==> src/core/fbsp_pkg.sv <==
// Package with register map, field positions, timing counts and types of the four-bit serial port.
`default_nettype none

package fbsp_pkg;

    // ==========================================================================
    // Register map (byte addresses on the APB bus)
    // ==========================================================================
    localparam logic [11:0] ADDR_COMMAND = 12'h000;
    localparam logic [11:0] ADDR_BUFFER = 12'h004;
    localparam logic [11:0] ADDR_STATUS = 12'h008;

    localparam int CMD_ENABLE_BIT = 3;
    localparam int CMD_RECEIVE_BIT = 2;
    localparam int CMD_EDGE_BIT = 1;
    localparam int CMD_CLOCK_BIT = 0;
    localparam logic [3:0] COMMAND_RESET = 4'h0;

    localparam int STAT_ACTIVE_BIT = 3;
    localparam int STAT_UNDERWAY_BIT = 2;
    localparam int STAT_FULL_BIT = 1;
    localparam int STAT_IRQ_BIT = 0;

    // ==========================================================================
    // Word size and timing
    // ==========================================================================
    localparam int WORD_BITS = 4;
    localparam logic [2:0] LAST_BIT_COUNT = 3'(WORD_BITS);
    localparam int RATE_LIMIT_BPS = 31250;
    localparam int REF_BASIC_HZ = 4_000_000;
    localparam int SCK_DIVIDE = REF_BASIC_HZ / RATE_LIMIT_BPS;
    localparam int SCK_HALF_CYCLES = SCK_DIVIDE / 2;
    localparam logic [5:0] SCK_HALF_MAX = 6'(SCK_HALF_CYCLES - 1);

    // ==========================================================================
    // Types
    // ==========================================================================
    typedef enum logic [1:0] {MODE_UNUSED, MODE_TX, MODE_RX_TRAIL, MODE_RX_LEAD} fbsp_mode_type;
    typedef enum logic {ST_IDLE, ST_RUN} fbsp_state_type;

    function automatic fbsp_mode_type decode_mode(input logic receive_sel, input logic edge_sel);
        fbsp_mode_type m;
        m = MODE_UNUSED;
        if (receive_sel && edge_sel) begin
            m = MODE_RX_LEAD;
        end else if (receive_sel) begin
            m = MODE_RX_TRAIL;
        end else if (edge_sel) begin
            m = MODE_TX;
        end
        return m;
    endfunction : decode_mode

endpackage : fbsp_pkg

`default_nettype wire

==> src/core/fbsp_sck_gen.sv <==
// Internal shift clock generator: divides pclk by the shift divider and halts high on request.
`default_nettype none

module fbsp_sck_gen (
    input wire logic pclk,
    input wire logic presetn,
    input wire logic go,
    output logic sck,
    output logic lead,
    output logic trail
);

    logic [5:0] half_cnt;

    // ==========================================================================
    // Divider
    // ==========================================================================
    // The clock may only stop while high, so a low phase always runs to its end.
    always_ff @(posedge pclk or negedge presetn) begin
        if (!presetn) begin
            half_cnt <= 6'h00;
            sck <= 1'b1;
            lead <= 1'b0;
            trail <= 1'b0;
        end else begin
            lead <= 1'b0;
            trail <= 1'b0;
            if (go || !sck) begin
                if (half_cnt == fbsp_pkg::SCK_HALF_MAX) begin
                    half_cnt <= 6'h00;
                    sck <= !sck;
                    lead <= sck;
                    trail <= !sck;
                end else begin
                    half_cnt <= half_cnt + 6'h01;
                end
            end else begin
                half_cnt <= 6'h00;
            end
        end
    end

endmodule : fbsp_sck_gen

`default_nettype wire

==> src/core/fbsp_top.sv <==
// Four-bit serial port with shift register, buffer register, APB registers and shift clock control.
`default_nettype none

// What this block does
// Receive and edge bits pick unused, transmit, trailing or leading receive; bit 0 clock source.
// Command register at its own address, cleared by reset, top bit enables.
// Transmit sends the four buffered bits least significant bit first.
// Internal shift clock is the basic clock divided by 128, driven on the pin.
// With external clock, software refills the buffer before the next word starts.
// Buffer becoming empty in transmit raises the serial interrupt.
// Clearing enable without new data stops after the current word is fully sent.
// Status top bit shows whether a transfer is still in progress.
// With external clock, software clears enable before the next word would start.
// Internal clock already waiting: clearing enable ends the transfer at once.
// For one word, software clears enable in the buffer-empty service routine.
// Receive copies each complete word to the buffer and raises buffer-full interrupt.
// After handing a word over, receive keeps shifting without waiting for a read.
// Reading the buffer clears the interrupt and moves in a waiting word.
// Internal clock receive halts the shift clock while a word waits on a full buffer.
// Internal receive rate never exceeds the basic clock over 128.
// With external clock, software reads the buffer before the next word lands.
// Software keeps the mode until the last word has been read.
// Slow external clock: clear enable in the last word's routine, then read.
// Fast rates: clear enable after underway flag is one, in next-to-last routine.
// Fast external clock: clear enable and read before the last word lands.
// Single word receive gives exactly one buffer-full interrupt, which software reads.
// Leading receive equals trailing receive but samples on the leading edge.
// Underway flag is one once a word has started shifting, zero when idle.
module fbsp_top (
    input wire logic pclk,
    input wire logic presetn,
    input wire logic psel,
    input wire logic penable,
    input wire logic pwrite,
    input wire logic [11:0] paddr,
    input wire logic [31:0] pwdata,
    output logic [31:0] prdata,
    output logic pready,
    output logic pslverr,
    input wire logic sck_in,
    output logic sck_out,
    output logic sck_oe,
    input wire logic sdi,
    output logic sdo,
    output logic serial_interrupt
);

    // ==========================================================================
    // Declarations
    // ==========================================================================
    logic [3:0] command;
    logic [3:0] buffer;
    logic [3:0] shifter;
    logic [3:0] pend_word;
    logic buf_full;
    logic pend;
    logic [2:0] bit_cnt;
    logic sck_in_prev;
    fbsp_pkg::fbsp_state_type state;
    fbsp_pkg::fbsp_mode_type mode;
    logic serial_enable;
    logic clock_source_select;
    logic run;
    logic tx_mode;
    logic rx_mode;
    logic gen_go;
    logic gen_lead;
    logic gen_trail;
    logic lead_edge;
    logic trail_edge;
    logic sample_edge;
    logic setup;
    logic access;
    logic wr_cmd;
    logic wr_buf;
    logic rd_buf;
    logic tx_boundary;
    logic tx_load;
    logic tx_stop;
    logic rx_stop;
    logic word_done;
    logic [3:0] word_in;
    logic buf_free;
    logic shift_underway_flag;
    logic [31:0] next_prdata;
    logic next_unmapped;

    assign serial_enable = command[fbsp_pkg::CMD_ENABLE_BIT];
    assign clock_source_select = command[fbsp_pkg::CMD_CLOCK_BIT];
    assign mode = fbsp_pkg::decode_mode(command[fbsp_pkg::CMD_RECEIVE_BIT], command[fbsp_pkg::CMD_EDGE_BIT]);
    assign tx_mode = (mode == fbsp_pkg::MODE_TX);
    assign rx_mode = (mode == fbsp_pkg::MODE_RX_TRAIL) || (mode == fbsp_pkg::MODE_RX_LEAD);
    assign run = (state == fbsp_pkg::ST_RUN);
    assign shift_underway_flag = run && (bit_cnt != 3'h0);

    // ==========================================================================
    // Shift clock selection
    // ==========================================================================
    // The external pin is synchronous to pclk; the leading edge of the active-low
    // shift clock is its falling edge.
    assign lead_edge = run && (clock_source_select ? gen_lead : (sck_in_prev && !sck_in));
    assign trail_edge = run && (clock_source_select ? gen_trail : (!sck_in_prev && sck_in));
    assign sample_edge = (mode == fbsp_pkg::MODE_RX_LEAD) ? lead_edge : trail_edge;

    // Wait: the generator holds the clock high while transmit lacks data or a
    // received word is parked behind an unread buffer.
    assign gen_go = run && clock_source_select && !tx_stop && !rx_stop
        && !(tx_mode && tx_boundary && !buf_full)
        && !(rx_mode && pend);

    fbsp_sck_gen u_sck_gen (
        .pclk(pclk),
        .presetn(presetn),
        .go(gen_go),
        .sck(sck_out),
        .lead(gen_lead),
        .trail(gen_trail)
    );

    always_ff @(posedge pclk or negedge presetn) begin
        if (!presetn) begin
            sck_in_prev <= 1'b1;
            sck_oe <= 1'b0;
        end else begin
            sck_in_prev <= sck_in;
            sck_oe <= clock_source_select;
        end
    end

    // ==========================================================================
    // APB decode
    // ==========================================================================
    assign setup = psel && !penable;
    assign access = psel && penable && pready;
    assign wr_cmd = access && pwrite && (paddr == fbsp_pkg::ADDR_COMMAND);
    assign wr_buf = access && pwrite && (paddr == fbsp_pkg::ADDR_BUFFER) && tx_mode;
    assign rd_buf = access && !pwrite && (paddr == fbsp_pkg::ADDR_BUFFER) && rx_mode;

    always_comb begin
        next_prdata = 32'h0000_0000;
        next_unmapped = 1'b0;
        if (paddr == fbsp_pkg::ADDR_COMMAND) begin
            next_prdata[3:0] = command;
        end else if (paddr == fbsp_pkg::ADDR_BUFFER) begin
            next_prdata[3:0] = buffer;
        end else if (paddr == fbsp_pkg::ADDR_STATUS) begin
            next_prdata[fbsp_pkg::STAT_ACTIVE_BIT] = run;
            next_prdata[fbsp_pkg::STAT_UNDERWAY_BIT] = shift_underway_flag;
            next_prdata[fbsp_pkg::STAT_FULL_BIT] = buf_full;
            next_prdata[fbsp_pkg::STAT_IRQ_BIT] = serial_interrupt;
        end else begin
            next_unmapped = 1'b1;
        end
    end

    // Answers come from flops, so every transfer has exactly one access cycle.
    always_ff @(posedge pclk or negedge presetn) begin
        if (!presetn) begin
            prdata <= 32'h0000_0000;
            pready <= 1'b0;
            pslverr <= 1'b0;
        end else begin
            pready <= setup;
            pslverr <= setup && next_unmapped;
            prdata <= (setup && !pwrite) ? next_prdata : 32'h0000_0000;
        end
    end

    always_ff @(posedge pclk or negedge presetn) begin
        if (!presetn) begin
            command <= fbsp_pkg::COMMAND_RESET;
        end else if (wr_cmd) begin
            command <= pwdata[3:0];
        end
    end

    // ==========================================================================
    // Transfer sequencing
    // ==========================================================================
    assign tx_boundary = (bit_cnt == 3'h0) || (bit_cnt == fbsp_pkg::LAST_BIT_COUNT);
    assign tx_load = run && tx_mode && lead_edge && tx_boundary && buf_full;
    // The last bit stays on the line until its period ends: the next leading edge,
    // or the halted internal clock sitting high.
    assign tx_stop = run && tx_mode && tx_boundary && !buf_full && !serial_enable
        && ((bit_cnt == 3'h0) || lead_edge || (clock_source_select && sck_out));
    assign rx_stop = run && rx_mode && (bit_cnt == 3'h0) && !serial_enable && !sample_edge;
    assign word_in = {sdi, shifter[3:1]};
    assign word_done = run && rx_mode && sample_edge && (bit_cnt == (fbsp_pkg::LAST_BIT_COUNT - 3'h1));
    assign buf_free = !buf_full || rd_buf;

    always_ff @(posedge pclk or negedge presetn) begin
        if (!presetn) begin
            state <= fbsp_pkg::ST_IDLE;
        end else if (!run && serial_enable && (tx_mode || rx_mode)) begin
            state <= fbsp_pkg::ST_RUN;
        end else if (tx_stop || rx_stop) begin
            state <= fbsp_pkg::ST_IDLE;
        end
    end

    always_ff @(posedge pclk or negedge presetn) begin
        if (!presetn) begin
            bit_cnt <= 3'h0;
            shifter <= 4'h0;
            sdo <= 1'b1;
        end else if (!run) begin
            bit_cnt <= 3'h0;
        end else if (tx_mode && lead_edge) begin
            if (tx_load) begin
                shifter <= buffer;
                sdo <= buffer[0];
                bit_cnt <= 3'h1;
            end else if (tx_boundary) begin
                bit_cnt <= 3'h0;
            end else begin
                shifter <= {1'b0, shifter[3:1]};
                sdo <= shifter[1];
                bit_cnt <= bit_cnt + 3'h1;
            end
        end else if (rx_mode && sample_edge) begin
            // Shifting goes on after a word completes; no wait on the reader.
            shifter <= word_in;
            bit_cnt <= word_done ? 3'h0 : bit_cnt + 3'h1;
        end
    end

    // ==========================================================================
    // Buffer register and interrupt
    // ==========================================================================
    // Set wins over clear: a hardware event in the cycle of the clearing access
    // leaves the interrupt raised.
    always_ff @(posedge pclk or negedge presetn) begin
        if (!presetn) begin
            buffer <= 4'h0;
            buf_full <= 1'b0;
            pend <= 1'b0;
            pend_word <= 4'h0;
            serial_interrupt <= 1'b0;
        end else begin
            if (tx_mode) begin
                if (wr_buf) begin
                    buffer <= pwdata[3:0];
                    buf_full <= 1'b1;
                end else if (tx_load) begin
                    buf_full <= 1'b0;
                end
                if (tx_load) begin
                    serial_interrupt <= 1'b1;
                end else if (wr_buf) begin
                    serial_interrupt <= 1'b0;
                end
            end else if (rx_mode) begin
                if (rd_buf && pend) begin
                    buffer <= pend_word;
                    buf_full <= 1'b1;
                    serial_interrupt <= 1'b1;
                end else if (word_done && buf_free) begin
                    buffer <= word_in;
                    buf_full <= 1'b1;
                    serial_interrupt <= 1'b1;
                end else if (rd_buf) begin
                    buf_full <= 1'b0;
                    serial_interrupt <= 1'b0;
                end
                if (word_done && (!buf_free || pend)) begin
                    pend <= 1'b1;
                    pend_word <= word_in;
                end else if (rd_buf) begin
                    pend <= 1'b0;
                end
            end
        end
    end
endmodule : fbsp_top

`default_nettype wire

==> config.mk <==
export PLATFORM = sky130hd
export DESIGN_NAME = fbsp_top
export DESIGN_NICKNAME = d
export VERILOG_FILES = /design/src/core/fbsp_pkg.sv /design/src/core/fbsp_sck_gen.sv /design/src/core/fbsp_top.sv
export SDC_FILE = /design/constraint.sdc
export NUM_CORES = 1
export LEC_CHECK = 0
export CELL_PAD_IN_SITES_DETAIL_PLACEMENT = 1
export CELL_PAD_IN_SITES_GLOBAL_PLACEMENT = 1
export CORE_ASPECT_RATIO = 0.9
export CORE_MARGIN = 2
export CORE_UTILIZATION = 25
export CTS_BUF_LIST = sky130_fd_sc_hd__clkbuf_2
export CTS_CLUSTER_SIZE = 25
export DETAILED_ROUTE_END_ITERATION = 8
export DONT_BUFFER_PORTS = 1
export MAX_ROUTING_LAYER = met4
export PLACE_DENSITY_LB_ADDON = 0.3
export SLEW_MARGIN = 20
export SYNTH_ARGS = -nofsm -noshare
export SYNTH_HDL_FRONTEND = slang
export SYNTH_SLANG_ARGS = --single-unit
==> constraint.sdc <==
create_clock -name pclk -period 2.32 [get_ports pclk]
set_clock_uncertainty 0.1 [all_clocks]
set_input_delay 0.464 -clock pclk [delete_from_list [all_inputs] [get_ports pclk]]
set_output_delay 0.464 -clock pclk [all_outputs]
set_load 0.03 [all_outputs]
Word level (Yosys, flattened, before mapping)
Index checks and enable logic that the tools add are counted.

Bitwise gates (word level): 1. Equal/unequal tests: 13. Multiplexer cells: 49. Reduce and logical (&&, ||, !) cells: 87. Add/sub/neg operators: 2.

Operators with widths (count): $mux 4 (13); $logic_and 1x1->1 (48); $mux 1 (26); $mux 3 (6); $reduce_and 3->1 (6); $logic_not 1->1 (14); $eq 12x3->1 const B (1); $eq 12x4->1 const B (1); $logic_not 12->1 (1); $mux 6 (2); $logic_or 1x1->1 (9); $reduce_bool 2->1 (4); $add 6x1->6 const B (1); $eq 6x6->1 const B (1); $ne 3x1->1 const B (2); $reduce_bool 3->1 (2); $eq 2x2->1 const B (2); $mux 2 (2); $ne 2x1->1 const B (2); $reduce_bool 4->1 (1); $add 3x1->3 const B (1); $eq 3x2->1 const B (1); $eq 3x3->1 const B (1); $logic_not 3->1 (1); 4 further kinds (4).

Input bits: 51. Flip-flop bits (word level): 41. Logic and storage cells: 171. Output and inout bits: 38.

Longest topological paths before layout
Word-level depth: 16. Depth in mapped cells: 8. Mapped depth without buffers: 7.

By module
From an unflattened synthesis, not the netlist that was laid out.

Cell total of the unflattened synthesis: 244. Area total of the unflattened synthesis: 2417.3 sq um.

By module, submodules not included: fbsp_top (instances 1, cells an instance 210, area each 2029.4 sq um, seq. area each 778.2 sq um); fbsp_sck_gen (instances 1, cells an instance 34, area each 387.9 sq um, seq. area each 226.5 sq um).

Worst setup path before layout
Ideal clock, no wire load.

Kind: register -> register. Start point: reg command[0]. End point: reg shifter[1]. Arrival time: 2.055 ns. Buffers on the path: 1. Clock period less this slack: 2.280 ns. Stages on the path, launching flop included: 7. Setup slack: 0.040 ns. Required time: 2.095 ns. Path through: dfrtp_1 -> buf_6 -> or3b_4 -> a2111oi_4 -> nand3_2 -> mux2_1 -> mux2_2.

Cells in the longest elaborated chain, start to end: 7. Elaborated cells on any way between the ends: 15. Classes of those cells: eq/ne: 1; mux: 5; reduce/logical: 9.

Ends and longest elaborated chain: start, declared (RTL line fbsp_top.sv:51) `logic [3:0] command;`; start signal, assigned (RTL line fbsp_top.sv:171) `command <= fbsp_pkg::COMMAND_RESET;`; start signal, assigned (RTL line fbsp_top.sv:173) `command <= pwdata[3:0];`; $mux 1 (RTL line fbsp_top.sv:101) `assign lead_edge = run && (clock_source_select ? gen_lead : (sck_in_prev && !sck_in));`; $logic_and 1x1->1 (RTL line fbsp_top.sv:101); $logic_and 1x1->1 (3 in a row) (RTL line fbsp_top.sv:181) `assign tx_load = run && tx_mode && lead_edge && tx_boundary && buf_full;`; $ne 3x3->1 (no source line) / $mux 4 (equally long branches); $reduce_and 3->1 (no source line) / $mux 4 (equally long branches); end signal, assigned (RTL line fbsp_top.sv:210) `shifter <= buffer;`; end signal, assigned (RTL line fbsp_top.sv:216) `shifter <= {1'b0, shifter[3:1]};`; end signal, assigned (RTL line fbsp_top.sv:222) `shifter <= word_in;`; end, declared (RTL line fbsp_top.sv:53) `logic [3:0] shifter;`.

Parallel ways exist; a longest one is shown, timed or not. A chain may end at the register's enable or synchronous reset.

Final worst setup path
Start point: reg sck_in_prev. End point: reg shifter[2].

Cells in the longest elaborated chain, start to end: 8. Elaborated cells on any way between the ends: 18. Classes of those cells: eq/ne: 1; mux: 5; reduce/logical: 12.

Ends and longest elaborated chain: start, declared (RTL line fbsp_top.sv:58) `logic sck_in_prev;`; start signal, assigned (RTL line fbsp_top.sv:125) `sck_in_prev <= sck_in;`; $logic_and 1x1->1 / $logic_not 1->1 (equally long branches) (RTL line fbsp_top.sv:101, fbsp_top.sv:102); $mux 1 / $logic_and 1x1->1 (equally long branches) (RTL line fbsp_top.sv:101, fbsp_top.sv:102); $logic_and 1x1->1 / $mux 1 (equally long branches) (RTL line fbsp_top.sv:101, fbsp_top.sv:102); $logic_and 1x1->1 (on tied branches) (RTL line fbsp_top.sv:181, fbsp_top.sv:102); $logic_and 1x1->1 / $mux 1 (equally long branches) (RTL line fbsp_top.sv:181, fbsp_top.sv:103); $logic_and 1x1->1 (on tied branches) (RTL line fbsp_top.sv:181, fbsp_top.sv:220); $ne 3x3->1 (no source line), or another cell as far along; $reduce_and 3->1 (no source line) / $mux 4 (equally long branches).

Parallel ways exist; a longest one is shown, timed or not.

==> results.json <==
{
  "antenna_found_initial": 0,
  "outcome": "finished with violations",
  "r2r_end": "shifter[2]",
  "worstPathRequired_ps": 2550,
  "synth_xor_area_share_pct": 1.13,
  "slew_violations": 0,
  "ctsLongestPathBuffers": 2,
  "drt_iter0_drc": 79,
  "r2r_slack_ps": -20,
  "grt_pass1_wl_um": 8980,
  "dieHeight_um": 95.4,
  "post_synth_fa_ha_maj_area_fraction_pct": 2.16,
  "ir_worst_vdd_v": 0.000162,
  "fin_crit_sh_pct": 101,
  "final_common_cell": "dfrtp_1",
  "insertion_delay_ps": 410,
  "drive_gt1_share_pct": 19.5,
  "power.total_mw": 1.14,
  "grt-ovfl-total": 0,
  "synth_compound_gate_area_share_pct": 12.1,
  "die_area_um2": 10100,
  "whs_endpoint": "pslverr",
  "cts_buffers": 5,
  "synth_edf_count": 0,
  "hold_class": "in2reg",
  "synth_warnings": 0,
  "cp_max_fo": 4,
  "port_buffers": 0,
  "max_freq_mhz": 428,
  "synth_mux_area_share_pct": 8.90,
  "ant_nets": 0,
  "crit_type": "reg2reg",
  "n_antenna_cell": 0,
  "synthesis.area_um2": 2320,
  "crit_path_end_kind": "register",
  "hold_viol": 0,
  "power.leakage_nw": 1.16,
  "die_w_um": 106,
  "grt_pass1_vias": 1693,
  "max-cap-violations": 0,
  "r2r_start": "sck_in_prev",
  "synth_seq_cells": 40,
  "ys_seq_area_share_pct": 43.3,
  "holdPathStages": 2,
  "root_buffer": "clkbuf_2",
  "clock-sinks": 40,
  "gp_congestion": 0.821,
  "cts_tree": "yes",
  "core_um2": 9080,
  "p_per_area_nw_per_um2": 444,
  "firstDrtPassIters": 4,
  "synthArstFlopShare_pct": 100,
  "htreeDepth": 2,
  "drcViolationCount": 0,
  "fin_hold_ws_ps": 46.5,
  "dr_total_vias": 1689,
  "layout_setup_ws_ps": -16.7,
  "grt.total_usage_pct": 11.9,
  "crit_path_start_kind": "register",
  "routedWlPerCell_um": 14.4,
  "area_delta_synth_final_pct": 10.4,
  "min_period_ps": 2340,
  "synthDistinctLibCells": 52,
  "finalNetCount": 311,
  "violations": "setup timing",
  "ys.flop_type": "dfrtp_1",
  "place_hpwl_um": 4210,
  "synthSimpleGateAreaFrac_pct": 19.9,
  "layout_common_cells": "dfrtp_1, conb_1, nand2_1, buf_4, nor2_1",
  "synth_top_family_by_area": "simple AND/OR/NAND/NOR gates",
  "wirelength_um": 5460,
  "rows": 33,
  "rr_worst_depth": 5,
  "clkTransAtPathRegs_ps": 230,
  "ios": 89,
  "avgSynthCellArea_um2": 9.83,
  "initial_core_util_pct": 25.5,
  "rsz0062_at_grt": "true",
  "finalSetupViolCount": 2,
  "arrival_ps": 2560,
  "synthCells": 236,
  "grt_max_degree": 41,
  "viasPerCell": 4.46,
  "min_from": "paddr[3]"
}
## logic make-up after synthesis
logic type	Yosys count
AND/OR/NAND/NOR	85
buffers and inverters	46
flip-flops	40
AO/OA/AOI/OAI	38
multiplexers	19
adder cells (fa/ha/maj)	4
XOR/XNOR	3
other	1
## how the worst max path moves through the flow
stage	cells after the start	endpoint	startpoint	slack (ps)
final	5	shifter[2]	sck_in_prev	-20
after global routing	5	shifter[2]	sck_in_prev	-60
after CTS	5	shifter[2]	sck_in_prev	-3
after detailed placement	5	pend_word[2]	paddr[1]	-90
after global placement	5	pend_word[1]	paddr[1]	-90
after floorplan	6	shifter[1]	command[0]	40
## synth_stat cells, types with 3 or more instances
cell type	instances	area share, %
mux2i_1	6	2.6
dfrtp_1	37	40
a211oi_1	6	1.9
a21oi_1	9	1.9
o211ai_1	4	1.3
nand4_1	6	1.6
mux2_2	11	5.3
nand3_1	12	2.6
clkbuf_1	7	1.1
nand2b_1	3	0.81
inv_1	10	1.6
ha_1	4	2.2
nor2_1	14	2.3
nand2_1	22	3.6
nor3_1	5	1.1
dfstp_2	3	3.4
nor2b_1	3	0.81
buf_4	28	9.1
o21ai_0	5	1.1
## per-layer routing
| metal | global-route usage [%] | up-vias | share of wire [%] |
|---|---|---|---|
| met2 | 17.9 | 41 | 46 |
| met5 | - | - | 0 |
| met3 | 3.08 | 5 | 5.6 |
| li1 | - | 821 | - |
| met1 | 15.5 | 822 | 47 |
| met4 | 4.28 | 0 | 1.4 |
## area by class of cell
cell class,count,area (um^2)
Fill cell,1066,6520
Timing Repair Buffer,22,185
Clock inverter,3,18.8
Sequential cell,40,1000
Clock buffer,5,25.0
Multi-Input combinational cell,177,1140
Tap cell,122,153
Inverter,10,37.5
## flip-flops by register name, summed over array words and instances (netlist names), 3 cells and up
| signal | cells |
|---|---|
| u_sck_gen.half_cnt | 6 |
| pend_word | 4 |
| shifter | 3 |
| prdata | 4 |
| bit_cnt | 3 |
| command | 4 |
| buffer | 4 |
## power by group
group	internal [mW]	switching [mW]	total, mW
Clock	0.0697	0.251	0.321
Sequential	0.702	0.00346	0.706
Combinational	0.0221	0.0893	0.111
Total	0.794	0.344	1.14
## critical path: stages (launching register included)
cell	delay [ps]
dfstp_2	580
or3b_4	410
a2111oi_4	380
nand3_2	180
mux2_1	340
mux2_2	260
## per-stage QoR
stage | TNS, ps | cell area (um^2) | utilization, % | setup WS, ps | instances
global placement | -404 | 2450 | 26.9 | -94.5 | 365
detailed placement | -418 | 2450 | 26.9 | -94.5 | 365
CTS | -5.35 | 2550 | 28.0 | -3.34 | 378
floorplan | 0 | 2420 | - | 40.5 | 263
finish | -25.5 | 2560 | 28.2 | -16.7 | 379
global route | -98.3 | 2560 | 28.2 | -61.8 | 379
## timing repair
| item | in CTS | in global routing |
|---|---|---|
| hold buffers | 4 | 0 |
| hold endpoints to repair | 43 | 0 |
| buffers inserted | 1 | 1 |
| resized for setup | 0 | 2 |
| endpoints found under the setup margin | 3 | 4 |
No activity file was read; power rests on OpenSTA's default activity.
